==> src/design/cst_pkg.sv <==
// Shared constants and types for the clock source select and trim block
package cst_pkg;

   // ------------------------------------------------------------
   // Register addresses
   // ------------------------------------------------------------
   localparam logic [15:0] TRIM_ADDR = 16'h0096;
   localparam logic [15:0] DIV_ADDR = 16'h0095;
   localparam logic [15:0] AUX_ADDR = 16'h00a2;
   localparam logic [15:0] CTRL_ADDR = 16'hffde;

   // ------------------------------------------------------------
   // Field positions and reset values
   // ------------------------------------------------------------
   localparam int TRIM_RC_SEL_BIT = 7;
   localparam int TRIM_OUT_EN_BIT = 6;
   localparam int AUX_LP_BIT = 7;
   localparam int CTRL_DONE_BIT = 7;
   localparam int CTRL_XWDOG_BIT = 4;
   localparam int CTRL_DBL_BIT = 3;
   localparam int CFG_B_DBL_BIT = 7;
   localparam logic [7:0] TRIM_RST = 8'h00;
   localparam logic [7:0] DIV_RST = 8'h00;
   localparam logic [2:0] SEL_RST = 3'h3;

   // ------------------------------------------------------------
   // Source select codes
   // ------------------------------------------------------------
   localparam logic [2:0] SEL_EXT = 3'h7;
   localparam logic [2:0] SEL_WDOG = 3'h4;
   localparam logic [2:0] SEL_RC = 3'h3;
   localparam logic [2:0] SEL_XLO = 3'h2;
   localparam logic [2:0] SEL_XMED = 3'h1;
   localparam logic [2:0] SEL_XHI = 3'h0;

   // ------------------------------------------------------------
   // Timing
   // ------------------------------------------------------------
   localparam int CLK_PERIOD_NS = 20;
   localparam int XTAL_OSC_CYC = 1024;
   localparam int SLOW_OSC_CYC = 32;
   localparam int XTAL_EXTRA_NS = 60000;
   localparam int RC_WAKE_NS = 200000;
   localparam int XTAL_EXTRA_CYC =
      (XTAL_EXTRA_NS + CLK_PERIOD_NS - 1) / CLK_PERIOD_NS;
   localparam int RC_WAKE_CYC =
      (RC_WAKE_NS + CLK_PERIOD_NS - 1) / CLK_PERIOD_NS;
   localparam int LP_WIN_NS = 20000;
   localparam int LP_WIN_CYC = LP_WIN_NS / CLK_PERIOD_NS;
   localparam int LP_MAX_KHZ = 8000;
   localparam int LP_MAX_RISES = LP_MAX_KHZ * LP_WIN_NS / 1000000;

   // ------------------------------------------------------------
   // State and command types
   // ------------------------------------------------------------
   typedef enum logic [1:0] {SW_IDLE, SW_OSC, SW_TIME} cst_sw_e;
   typedef enum logic [1:0] {OP_READ, OP_WRITE, OP_SET, OP_CLR} cst_op_e;
   typedef enum logic [1:0] {H_IDLE, H_RD, H_WR} cst_hs_e;

endpackage

==> src/design/cst_if.sv <==
// Register bus and derived clocks between clock unit and processor core
`timescale 1ns/1ps
`default_nettype none
interface cst_if;
   logic rd;
   logic wr;
   logic xdata;
   logic [15:0] addr;
   logic [7:0] wdata;
   logic [7:0] rdata;
   logic rvalid;
   logic switch_done;
   logic cpu_slow;
   logic cpu_clock;
   logic periph_clock;
   logic machine_strobe;

   modport dev (
      input rd, wr, xdata, addr, wdata,
      output rdata, rvalid, switch_done, cpu_slow,
      output cpu_clock, periph_clock, machine_strobe
   );
   modport core (
      output rd, wr, xdata, addr, wdata,
      input rdata, rvalid, switch_done, cpu_slow,
      input cpu_clock, periph_clock, machine_strobe
   );
endinterface
`default_nettype wire

==> src/design/cst_cpu_div.sv <==
// CPU clock divider: source clock divided by twice the divider value, undivided when the value is zero
`timescale 1ns/1ps
`default_nettype none
module cst_cpu_div
   import cst_pkg::*;
(
   input wire logic core_clk_i,
   input wire logic rst_n_i,
   input wire logic src_rise_i,
   input wire logic src_edge_i,
   input wire logic [7:0] divider_i,
   output logic cpu_clock_o,
   output logic cpu_rise_o
);
   logic [7:0] cnt;
   logic [7:0] next_cnt;
   logic next_clk;

   // ------------------------------------------------------------
   // Divider
   // ------------------------------------------------------------
   always_comb begin
      next_cnt = cnt;
      next_clk = cpu_clock_o;
      if (divider_i == 8'h00) begin
         // Undivided: follow every source edge
         next_cnt = 8'h00;
         if (src_edge_i) begin
            next_clk = ~cpu_clock_o;
         end
      end else if (src_rise_i) begin
         // Divider may change any time; counter keeps its count, and one at or past the new value toggles on the next rise
         if (cnt + 8'h01 >= divider_i) begin
            next_cnt = 8'h00;
            next_clk = ~cpu_clock_o;
         end else begin
            next_cnt = cnt + 8'h01;
         end
      end
   end

   always_ff @(posedge core_clk_i or negedge rst_n_i) begin
      if (!rst_n_i) begin
         cnt <= 8'h00;
         cpu_clock_o <= 1'b0;
         cpu_rise_o <= 1'b0;
      end else begin
         cnt <= next_cnt;
         cpu_clock_o <= next_clk;
         cpu_rise_o <= next_clk & ~cpu_clock_o;
      end
   end
endmodule
`default_nettype wire

==> src/design/cst_clock_unit.sv <==
// Clock source selection, trim, divider and clock switch unit
`timescale 1ns/1ps
`default_nettype none
// Functional notes
// - Machine cycle spans two CPU clock periods
// - Peripheral clock is half the CPU clock
// - Source clock chosen from four sources
// - RC oscillator nominal, doubled when enabled
// - Crystal has low, medium, high ranges
// - Watchdog oscillator is low power source
// - Clock output only when crystal unused
// - Output enable bit drives half CPU clock
// - RC select bit overrides source immediately
// - Tune field loads factory value at reset
// - Tune field writable anytime, drives oscillator
// - Software keeps tune bits via read-modify-write
// - Doubler bit doubles RC oscillator output
// - Low power bit resets clear, slow only
// - Brownout reset hold needed for fast clocks
// - Source switch allowed while code runs
// - Switch done flag low while switching
// - Starting a switch clears done flag
// - No control writes while switch pending
// - Select and doubler load from config
// - Three-bit source select encoding
// - Wake-up delay per source kind
// - Divider gives source over twice N, undivided at N of zero
module cst_clock_unit
   import cst_pkg::*;
#(
   parameter int RC_WAKE_CYCLES = RC_WAKE_CYC
)
(
   input wire logic core_clk_i,
   input wire logic rst_n_i,
   cst_if.dev bus,
   input wire logic rc_osc_i,
   input wire logic wdog_osc_i,
   input wire logic crystal_in_pin_i,
   input wire logic [5:0] trim_factory_i,
   input wire logic [7:0] user_config_byte_a_i,
   input wire logic [7:0] user_config_byte_b_i,
   input wire logic rtc_uses_crystal_i,
   output logic [5:0] rc_tune_o,
   output logic rc_doubler_o,
   output logic source_clock_o,
   output logic low_power_clock_bit_o,
   output logic crystal_out_pin_o,
   output logic crystal_out_pin_oe_o
);
   // ------------------------------------------------------------
   // Oscillator input sampling
   // ------------------------------------------------------------
   logic [2:0] osc_raw;
   logic [2:0] s1, s2, s3, lvl, lvl_prev, next_lvl;

   assign osc_raw = {crystal_in_pin_i, wdog_osc_i, rc_osc_i};

   always_comb begin
      // A change counts only once two late stages agree
      next_lvl = ((s2 ~^ s3) & s2) | ((s2 ^ s3) & lvl);
   end

   always_ff @(posedge core_clk_i or negedge rst_n_i) begin
      if (!rst_n_i) begin
         s1 <= 3'h0;
         s2 <= 3'h0;
         s3 <= 3'h0;
         lvl <= 3'h0;
         lvl_prev <= 3'h0;
      end else begin
         s1 <= osc_raw;
         s2 <= s1;
         s3 <= s2;
         lvl <= next_lvl;
         lvl_prev <= lvl;
      end
   end

   // Crystal and external clock share the crystal input pin
   function automatic logic [1:0] src_idx(input logic [2:0] sel);
      logic [1:0] idx;
      idx = 2'h2;
      if (sel == SEL_RC) idx = 2'h0;
      if (sel == SEL_WDOG) idx = 2'h1;
      return idx;
   endfunction

   function automatic logic is_xtal(input logic [2:0] sel);
      return (sel == SEL_XHI) || (sel == SEL_XMED) || (sel == SEL_XLO);
   endfunction

   function automatic logic valid_sel(input logic [2:0] sel);
      return is_xtal(sel) || (sel == SEL_RC) || (sel == SEL_WDOG) ||
         (sel == SEL_EXT);
   endfunction

   // ------------------------------------------------------------
   // Registers and clock switch
   // ------------------------------------------------------------
   logic init_pend, next_init_pend;
   logic [7:0] trim, next_trim;
   logic [7:0] div_val, next_div_val;
   logic lp, next_lp;
   logic dbl, next_dbl;
   logic xwdog, next_xwdog;
   logic [2:0] act_sel, next_act_sel, pend_sel, next_pend_sel;
   logic done, next_done;
   cst_sw_e sw_st, next_sw_st;
   logic [10:0] osc_cnt, next_osc_cnt;
   logic [13:0] time_cnt, next_time_cnt;
   logic [10:0] osc_target;
   logic [13:0] time_target;
   logic [7:0] next_rdata;
   logic next_rvalid;
   logic cpu_slow;
   logic sfr_wr, ctrl_wr, pend_rise;

   assign sfr_wr = bus.wr & ~bus.xdata & ~init_pend;
   assign ctrl_wr = bus.wr & bus.xdata & ~init_pend &
      (bus.addr == CTRL_ADDR);
   assign pend_rise = lvl[src_idx(pend_sel)] & ~lvl_prev[src_idx(pend_sel)];

   always_comb begin
      osc_target = 11'(SLOW_OSC_CYC);
      time_target = 14'h0000;
      if (is_xtal(pend_sel)) begin
         osc_target = 11'(XTAL_OSC_CYC);
         time_target = 14'(XTAL_EXTRA_CYC);
      end else if (pend_sel == SEL_RC) begin
         osc_target = 11'h000;
         time_target = 14'(RC_WAKE_CYCLES);
      end
   end

   always_comb begin
      next_init_pend = 1'b0;
      next_trim = trim;
      next_div_val = div_val;
      next_lp = lp;
      next_dbl = dbl;
      next_xwdog = xwdog;
      next_act_sel = act_sel;
      next_pend_sel = pend_sel;
      next_done = done;
      next_sw_st = sw_st;
      next_osc_cnt = osc_cnt;
      next_time_cnt = time_cnt;
      if (init_pend) begin
         next_trim[5:0] = trim_factory_i;
         next_act_sel = user_config_byte_a_i[2:0];
         next_pend_sel = user_config_byte_a_i[2:0];
         next_dbl = user_config_byte_b_i[CFG_B_DBL_BIT];
      end
      if (sfr_wr && bus.addr == TRIM_ADDR) begin
         next_trim = bus.wdata;
      end
      if (sfr_wr && bus.addr == DIV_ADDR) begin
         next_div_val = bus.wdata;
      end
      if (sfr_wr && bus.addr == AUX_ADDR) begin
         // Set only while the measured CPU clock is slow enough
         next_lp = bus.wdata[AUX_LP_BIT] & cpu_slow;
      end
      case (sw_st)
         SW_IDLE: begin
            // Busy writes are dropped; reserved codes are ignored
            if (ctrl_wr && done && valid_sel(bus.wdata[2:0])) begin
               next_dbl = bus.wdata[CTRL_DBL_BIT];
               next_xwdog = bus.wdata[CTRL_XWDOG_BIT];
               next_pend_sel = bus.wdata[2:0];
               next_done = 1'b0;
               next_osc_cnt = 11'h000;
               next_time_cnt = 14'h0000;
               next_sw_st = SW_OSC;
            end
         end
         SW_OSC: begin
            if (osc_cnt >= osc_target) begin
               next_sw_st = SW_TIME;
            end else if (pend_rise) begin
               next_osc_cnt = osc_cnt + 11'h001;
            end
         end
         SW_TIME: begin
            if (time_cnt >= time_target) begin
               // Divider runs from core clock, so the swap is glitch free
               next_act_sel = pend_sel;
               next_done = 1'b1;
               next_sw_st = SW_IDLE;
            end else begin
               next_time_cnt = time_cnt + 14'h0001;
            end
         end
         default: next_sw_st = SW_IDLE;
      endcase
   end

   always_comb begin
      next_rvalid = bus.rd;
      next_rdata = 8'h00;
      if (bus.rd && !bus.xdata && bus.addr == TRIM_ADDR) begin
         next_rdata = trim;
      end else if (bus.rd && !bus.xdata && bus.addr == DIV_ADDR) begin
         next_rdata = div_val;
      end else if (bus.rd && !bus.xdata && bus.addr == AUX_ADDR) begin
         next_rdata = {lp, 7'h00};
      end else if (bus.rd && bus.xdata && bus.addr == CTRL_ADDR) begin
         next_rdata = {done, 2'b00, xwdog, dbl, act_sel};
      end
   end

   always_ff @(posedge core_clk_i or negedge rst_n_i) begin
      if (!rst_n_i) begin
         init_pend <= 1'b1;
         trim <= TRIM_RST;
         div_val <= DIV_RST;
         lp <= 1'b0;
         dbl <= 1'b0;
         xwdog <= 1'b0;
         act_sel <= SEL_RST;
         pend_sel <= SEL_RST;
         done <= 1'b1;
         sw_st <= SW_IDLE;
         osc_cnt <= 11'h000;
         time_cnt <= 14'h0000;
         bus.rdata <= 8'h00;
         bus.rvalid <= 1'b0;
      end else begin
         init_pend <= next_init_pend;
         trim <= next_trim;
         div_val <= next_div_val;
         lp <= next_lp;
         dbl <= next_dbl;
         xwdog <= next_xwdog;
         act_sel <= next_act_sel;
         pend_sel <= next_pend_sel;
         done <= next_done;
         sw_st <= next_sw_st;
         osc_cnt <= next_osc_cnt;
         time_cnt <= next_time_cnt;
         bus.rdata <= next_rdata;
         bus.rvalid <= next_rvalid;
      end
   end

   // ------------------------------------------------------------
   // Derived clocks
   // ------------------------------------------------------------
   logic [2:0] eff_sel;
   logic [1:0] eff_idx;
   logic cpu_rise, periph, next_periph, phase, next_phase, strobe;
   logic next_strobe, xtal_busy;

   assign eff_sel = trim[TRIM_RC_SEL_BIT] ? SEL_RC : act_sel;
   assign eff_idx = src_idx(eff_sel);
   assign source_clock_o = lvl[eff_idx];

   cst_cpu_div u_div (
      .core_clk_i (core_clk_i),
      .rst_n_i (rst_n_i),
      .src_rise_i (lvl[eff_idx] & ~lvl_prev[eff_idx]),
      .src_edge_i (lvl[eff_idx] ^ lvl_prev[eff_idx]),
      .divider_i (div_val),
      .cpu_clock_o (bus.cpu_clock),
      .cpu_rise_o (cpu_rise)
   );

   always_comb begin
      next_periph = periph ^ cpu_rise;
      next_phase = phase ^ cpu_rise;
      next_strobe = cpu_rise & phase;
   end

   // Crystal busy if it feeds CPU, watchdog or real-time clock
   assign xtal_busy = is_xtal(eff_sel) | xwdog | rtc_uses_crystal_i;

   // ------------------------------------------------------------
   // Low power eligibility window
   // ------------------------------------------------------------
   logic [9:0] win_cnt, next_win_cnt;
   logic [8:0] rise_cnt, next_rise_cnt;
   logic next_cpu_slow;

   always_comb begin
      next_cpu_slow = cpu_slow;
      next_win_cnt = win_cnt + 10'h001;
      next_rise_cnt = rise_cnt + {8'h00, cpu_rise};
      if (win_cnt == 10'(LP_WIN_CYC - 1)) begin
         next_cpu_slow = (next_rise_cnt <= 9'(LP_MAX_RISES));
         next_win_cnt = 10'h000;
         next_rise_cnt = 9'h000;
      end
   end

   always_ff @(posedge core_clk_i or negedge rst_n_i) begin
      if (!rst_n_i) begin
         periph <= 1'b0;
         phase <= 1'b0;
         strobe <= 1'b0;
         win_cnt <= 10'h000;
         rise_cnt <= 9'h000;
         cpu_slow <= 1'b0;
         crystal_out_pin_o <= 1'b0;
         crystal_out_pin_oe_o <= 1'b0;
      end else begin
         periph <= next_periph;
         phase <= next_phase;
         strobe <= next_strobe;
         win_cnt <= next_win_cnt;
         rise_cnt <= next_rise_cnt;
         cpu_slow <= next_cpu_slow;
         crystal_out_pin_o <= next_periph;
         crystal_out_pin_oe_o <= trim[TRIM_OUT_EN_BIT] & ~xtal_busy;
      end
   end

   assign bus.periph_clock = periph;
   assign bus.machine_strobe = strobe;
   assign bus.switch_done = done;
   assign bus.cpu_slow = cpu_slow;
   assign rc_tune_o = trim[5:0];
   // Analog oscillator doubles itself; frequencies are analog
   assign rc_doubler_o = dbl;
   assign low_power_clock_bit_o = lp;
endmodule
`default_nettype wire

==> src/flat_wrapper.sv <==
// flat-port wrapper written by rule: the top's interface ports become plain ports
module cst_clock_unit_flat import cst_pkg::*;
#(
   parameter int RC_WAKE_CYCLES = RC_WAKE_CYC
)
  (core_clk_i, rst_n_i, rc_osc_i, wdog_osc_i, crystal_in_pin_i, trim_factory_i, user_config_byte_a_i, user_config_byte_b_i, rtc_uses_crystal_i, rc_tune_o, rc_doubler_o, source_clock_o, low_power_clock_bit_o, crystal_out_pin_o, crystal_out_pin_oe_o, bus_rd, bus_wr, bus_xdata, bus_addr, bus_wdata, bus_rdata, bus_rvalid, bus_switch_done, bus_cpu_slow, bus_cpu_clock, bus_periph_clock, bus_machine_strobe);
  cst_if bus_i ();
  input wire logic core_clk_i;
  input wire logic rst_n_i;
  input wire logic rc_osc_i;
  input wire logic wdog_osc_i;
  input wire logic crystal_in_pin_i;
  input wire logic [5:0] trim_factory_i;
  input wire logic [7:0] user_config_byte_a_i;
  input wire logic [7:0] user_config_byte_b_i;
  input wire logic rtc_uses_crystal_i;
  output logic [5:0] rc_tune_o;
  output logic rc_doubler_o;
  output logic source_clock_o;
  output logic low_power_clock_bit_o;
  output logic crystal_out_pin_o;
  output logic crystal_out_pin_oe_o;
  input wire logic [$bits(bus_i.rd)-1:0] bus_rd;
  input wire logic [$bits(bus_i.wr)-1:0] bus_wr;
  input wire logic [$bits(bus_i.xdata)-1:0] bus_xdata;
  input wire logic [$bits(bus_i.addr)-1:0] bus_addr;
  input wire logic [$bits(bus_i.wdata)-1:0] bus_wdata;
  output wire logic [$bits(bus_i.rdata)-1:0] bus_rdata;
  output wire logic [$bits(bus_i.rvalid)-1:0] bus_rvalid;
  output wire logic [$bits(bus_i.switch_done)-1:0] bus_switch_done;
  output wire logic [$bits(bus_i.cpu_slow)-1:0] bus_cpu_slow;
  output wire logic [$bits(bus_i.cpu_clock)-1:0] bus_cpu_clock;
  output wire logic [$bits(bus_i.periph_clock)-1:0] bus_periph_clock;
  output wire logic [$bits(bus_i.machine_strobe)-1:0] bus_machine_strobe;
  assign bus_i.rd = bus_rd;
  assign bus_i.wr = bus_wr;
  assign bus_i.xdata = bus_xdata;
  assign bus_i.addr = bus_addr;
  assign bus_i.wdata = bus_wdata;
  assign bus_rdata = bus_i.rdata;
  assign bus_rvalid = bus_i.rvalid;
  assign bus_switch_done = bus_i.switch_done;
  assign bus_cpu_slow = bus_i.cpu_slow;
  assign bus_cpu_clock = bus_i.cpu_clock;
  assign bus_periph_clock = bus_i.periph_clock;
  assign bus_machine_strobe = bus_i.machine_strobe;
  cst_clock_unit #(.RC_WAKE_CYCLES(RC_WAKE_CYCLES)) u_core (.core_clk_i(core_clk_i), .rst_n_i(rst_n_i), .bus(bus_i), .rc_osc_i(rc_osc_i), .wdog_osc_i(wdog_osc_i), .crystal_in_pin_i(crystal_in_pin_i), .trim_factory_i(trim_factory_i), .user_config_byte_a_i(user_config_byte_a_i), .user_config_byte_b_i(user_config_byte_b_i), .rtc_uses_crystal_i(rtc_uses_crystal_i), .rc_tune_o(rc_tune_o), .rc_doubler_o(rc_doubler_o), .source_clock_o(source_clock_o), .low_power_clock_bit_o(low_power_clock_bit_o), .crystal_out_pin_o(crystal_out_pin_o), .crystal_out_pin_oe_o(crystal_out_pin_oe_o));
endmodule
==> config.mk <==
export PLATFORM = sky130hd
export DESIGN_NAME = cst_clock_unit_flat
export DESIGN_NICKNAME = d
export VERILOG_FILES = /design/src/design/cst_pkg.sv /design/src/design/cst_if.sv /design/src/design/cst_cpu_div.sv /design/src/design/cst_clock_unit.sv /design/src/flat_wrapper.sv
export SDC_FILE = /design/constraint.sdc
export NUM_CORES = 1
export LEC_CHECK = 0
export BUFFER_PORTS_ARGS = -buffer_cell sky130_fd_sc_hd__buf_2
export CORE_MARGIN = 2
export CORE_UTILIZATION = 60
export CTS_BUF_LIST = sky130_fd_sc_hd__clkbuf_8
export CTS_CLUSTER_SIZE = 40
export DETAILED_ROUTE_END_ITERATION = 10
export PLACE_DENSITY = 0.95
export SYNTH_ARGS = -nofsm -noshare
export SYNTH_HDL_FRONTEND = slang
export SYNTH_SLANG_ARGS = --single-unit
==> constraint.sdc <==
create_clock -name core_clk_i -period 3.18 [get_ports core_clk_i]
set_input_delay 0.477 -clock core_clk_i [delete_from_list [all_inputs] [get_ports core_clk_i]]
set_output_delay 0.477 -clock core_clk_i [all_outputs]
set_load 0.005 [all_outputs]
==> run summary <==
The signal on the critical path passes through a21o_1, inv_1, ha_1, and4b_1, or4_4, a2bb2oi_4, o211ai_4, or4_1, a21oi_1. Counting along the longest clock path gives a buffer depth of 2. The congestion estimate from routability-driven global placement came to 0.882.

The category of cells accounting for the largest share of critical-path delay is simple AND/OR/NAND/NOR gates. dfrtp_1 takes more of the synthesized area than any other cell. The worst-path maximum fanout came out at 13. The clock transition at the registers of the reported paths is 0.10 ns. The number of sinks on the clock net is 112. The post-synth net total came out at 663.

The area of the core is 9280 um^2. Summed over all layers, the global routing overflow is 0. The netlist area before placement is 5790 um^2. The total met2 wirelength after detailed routing is 7.37 mm. The leakage power came out at 3.17 nW. The minimum clock period after layout is 3.02 ns. The via total after detailed routing is 5020. After the first detailed-routing iteration, the DRC count stood at 482. The number of buffers added to fix hold violations after cts came out at 0. After synthesis, the largest family of logic cells by area is simple AND/OR/NAND/NOR gates.

For the worst-skew pair, the clock arrives at the later sink with an insertion delay of 0.39 ns. Together, buffers and inverters on the worst path number 1. The post-synthesis share of cell area spent on xor and xnor gates is 3.03%. For this run, the leading register cell type out of synthesis is dfrtp_1. The H-tree generated during clock tree synthesis spans 3 levels. The count of flip-flops with a built-in enable after synthesis came out at 0. The total routing usage reported by global routing is 28.9%.

The global-route wire length before repair is 23.4 mm. The count of final hold-check violations is 0. The number of cells on the worst reg-to-reg path is 9. The total die area is 10500 um^2. The number of port buffers is 67. Routed signal wires occupy layers up through met4. The post-synthesis sequential element count is 112. The top cell type's share of synthesized area came out at 45.8%. The height of the die is 102 um. The final antenna-violating net count is 0.

The starting density of the core came out at 62.4%. The wire length the detailed router placed on met1 is 5.67 mm. The detailed-routed wire length on met3 came out at 1.03 mm. The floorplan step set the die width to 102 um. The detailed-route wire length is 14.8 mm. Summing internal, switching and leakage power gives 2.85 mW. The master cell of the clock root buffer is clkbuf_8. The post-synthesis cell count came out at 580. The minimum hold slack came out at 0.192 ns.

The number of antenna violations at the first check in global routing is 0. The path category of the worst min-delay check is in2async. The final period utilization came out at 95.0%. The pre-CTS setup slack came out at 0.156 ns. The worst setup slack after layout came out at 0.160 ns.

For this run, the top clock speed supported by timing is 331 MHz. The count of cell types in the netlist came out at 56. The largest incremental delay on the critical path came out at 0.60 ns. The final core utilization is 70.1%. Power spread over the standard cell area amounts to 438 nW/um^2.

Summing the areas of all compound-gate instances in the mapped netlist gives 13.9% of the synthesized area. In the final design database the tool counted 731 nets. The number of setup violations in the final report is 0. The sequential fraction of the synthesis area is 48.5%. The via count of the first global-routing pass came out at 4894. The commonest cells after synthesis are dfrtp_1 (106), nand2_1 (59), nor2_1 (40), nand3_1 (31), ha_1 (28). The simple-gate share of the synthesized area came out at 21.3%. The worst setup path is launched from a flop. The path type of the worst setup path is reg2reg. The number of stages on the worst setup path is 9. Setup repair after global routing left no endpoint under its margin.

Summed over all failing endpoints, the final setup total negative slack is 0 ns. The row count is 35. The arrival time of the worst setup path came out at 3.33 ns. In the post-synthesis netlist, the cell with the most instances is dfrtp_1. Summed over all nets, the half-perimeter wirelength after detailed placement is 9.95 mm. The fraction of layout instances using a drive strength above 1 is 17.6%. The placed instances occupy a cell area of 6270 um^2. STA puts the critical path data required time at 3.49 ns.

The worst setup path is captured at a flop. The synthesized netlist devotes 6.40% of its cell area to adder and majority cells. TritonCTS built the clock tree. The run finished with clean final reports. The area growth from synthesis to layout came out at 12.4%. The proportion of synthesized flip-flops having asynchronous set or reset is 100%.

The number of primary I/O pins is 80. The actual slew at the worst max-slew pin came out at 0.841 ns. The final setup skew is 0.0123 ns. Entering global routing, the biggest net connects 67 pins. The number of antenna repair diodes is 0. The number of non-filler instances in the completed layout is 782.

The number of detailed-routing iterations run before antenna repair is 5. The detail-routed via count per cell came out at 6.42. Max-cap violations in this run came to 0.

After detailed placement, the design holds a cell count of 766. The layout has 628 filler cells. The synthesized area divided by synthesized cell count is 9.98 um^2. The DRC violations left came out at 0. The per-cell routed wire length came out at 18.9 um. The number of max-slew violations in the final report was 0. The total of warnings raised by yosys came out at 0. The slowest stage of the critical path belongs to the cell dfstp_2. The multiplexer share of the synthesized area is 3.29%. The number of clock buffers inserted by TritonCTS came out at 9. Measured against its own limit, the worst slew margin works out to 44.0%.

VDD sags by at most 0.000315 V. The final design area excluding fillers is 6500 um^2. By area the synthesized netlist is led by dfrtp_1 (46%), ha_1 (6.1%), nand2_1 (3.8%).
final timing paths:
kind / start / to / slack, ns
worst max-delay path: u_core.pend_sel[1] / u_core.time_cnt[12] / 0.16
max in group asynchronous: rst_n_i / u_core.act_sel[1] / 2.18
worst min-delay path: rst_n_i / u_core.osc_cnt[0] / 0.19
worst min register to register: u_core.s1[0] / u_core.s2[0] / 0.36
min in group core_clk_i: wdog_osc_i / u_core.s1[1] / 0.20
worst max register to register: u_core.pend_sel[1] / u_core.time_cnt[12] / 0.16
worst reg2reg max path, delay by kind of cell, from the launching register on:
| family | cells | cell delay (ns) |
|---|---|---|
| adder cells (fa/ha/maj) | 1 | 0.29 |
| AO/OA/AOI/OAI | 4 | 0.68 |
| AND/OR/NAND/NOR | 3 | 1.28 |
| buffers and inverters | 1 | 0.09 |
| flip-flops | 1 | 0.60 |
registers in the layout, summed over array words and instances, names as in the netlist, 2 cells and up:
name,cells
u_core.s1,3
u_core.bus.rdata,8
u_core.s3,3
u_core.lvl,3
u_core.osc_cnt,11
u_core.pend_sel,3
u_core.lvl_prev,3
u_core.s2,3
u_core.time_cnt,14
u_core.win_cnt,10
u_core.sw_st,2
u_core.u_div.cnt,8
u_core.act_sel,3
u_core.div_val,8
u_core.trim,8
u_core.rise_cnt,9
cell type report:
class,instances,area (um^2),share of cell area [%]
tap,129,161,2.48
multi-input combinational,421,2790,43.0
clock buffer,9,124,1.90
clock inverter,7,88.8,1.37
sequential,112,2810,43.2
inverter,27,101,1.56
timing repair buffer,77,425,6.54
cell families after synthesis:
| group | after synthesis |
|---|---|
| fa+ha+maj | 30 |
| other cells | 1 |
| buf+inv | 47 |
| xor+xnor | 20 |
| mux | 18 |
| simple gates | 235 |
| flops | 112 |
| compound gates | 117 |
layer usage:
metal | track usage (%) | vias up
li1 | - | 2244
met2 | 48.5 | 282
met4 | 14.2 | 0
met3 | 6.22 | 80
met5 | 0 | -
met1 | 35.6 | 2414
timing repair:
action                                  in CTS  in global routing
setup buffers                                0                  0
endpoints found under the hold margin        0                  0
endpoints found under the setup margin       0                  7
gates resized for setup                      0                  3
where the power goes:
group | internal, mW | leakage [nW] | switching (mW) | total (mW)
clock network | 0.383 | 0.109 | 0.529 | 0.912
logic | 0.157 | 1.74 | 0.229 | 0.385
registers | 1.49 | 1.32 | 0.0675 | 1.55
placed cells by master, fill, tap and decap left out, types with 12 or more instances in the layout:
cell type  instances
dfrtp_1          106
o21ai_0           25
xor2_1            14
a21oi_1           23
nor2_1            40
nor2b_1           12
nand2b_1          15
nand3_1           31
inv_1             27
and3_1            16
nand2_1           59
buf_2             66
ha_1              28
Power figures use the tool's default switching activity.
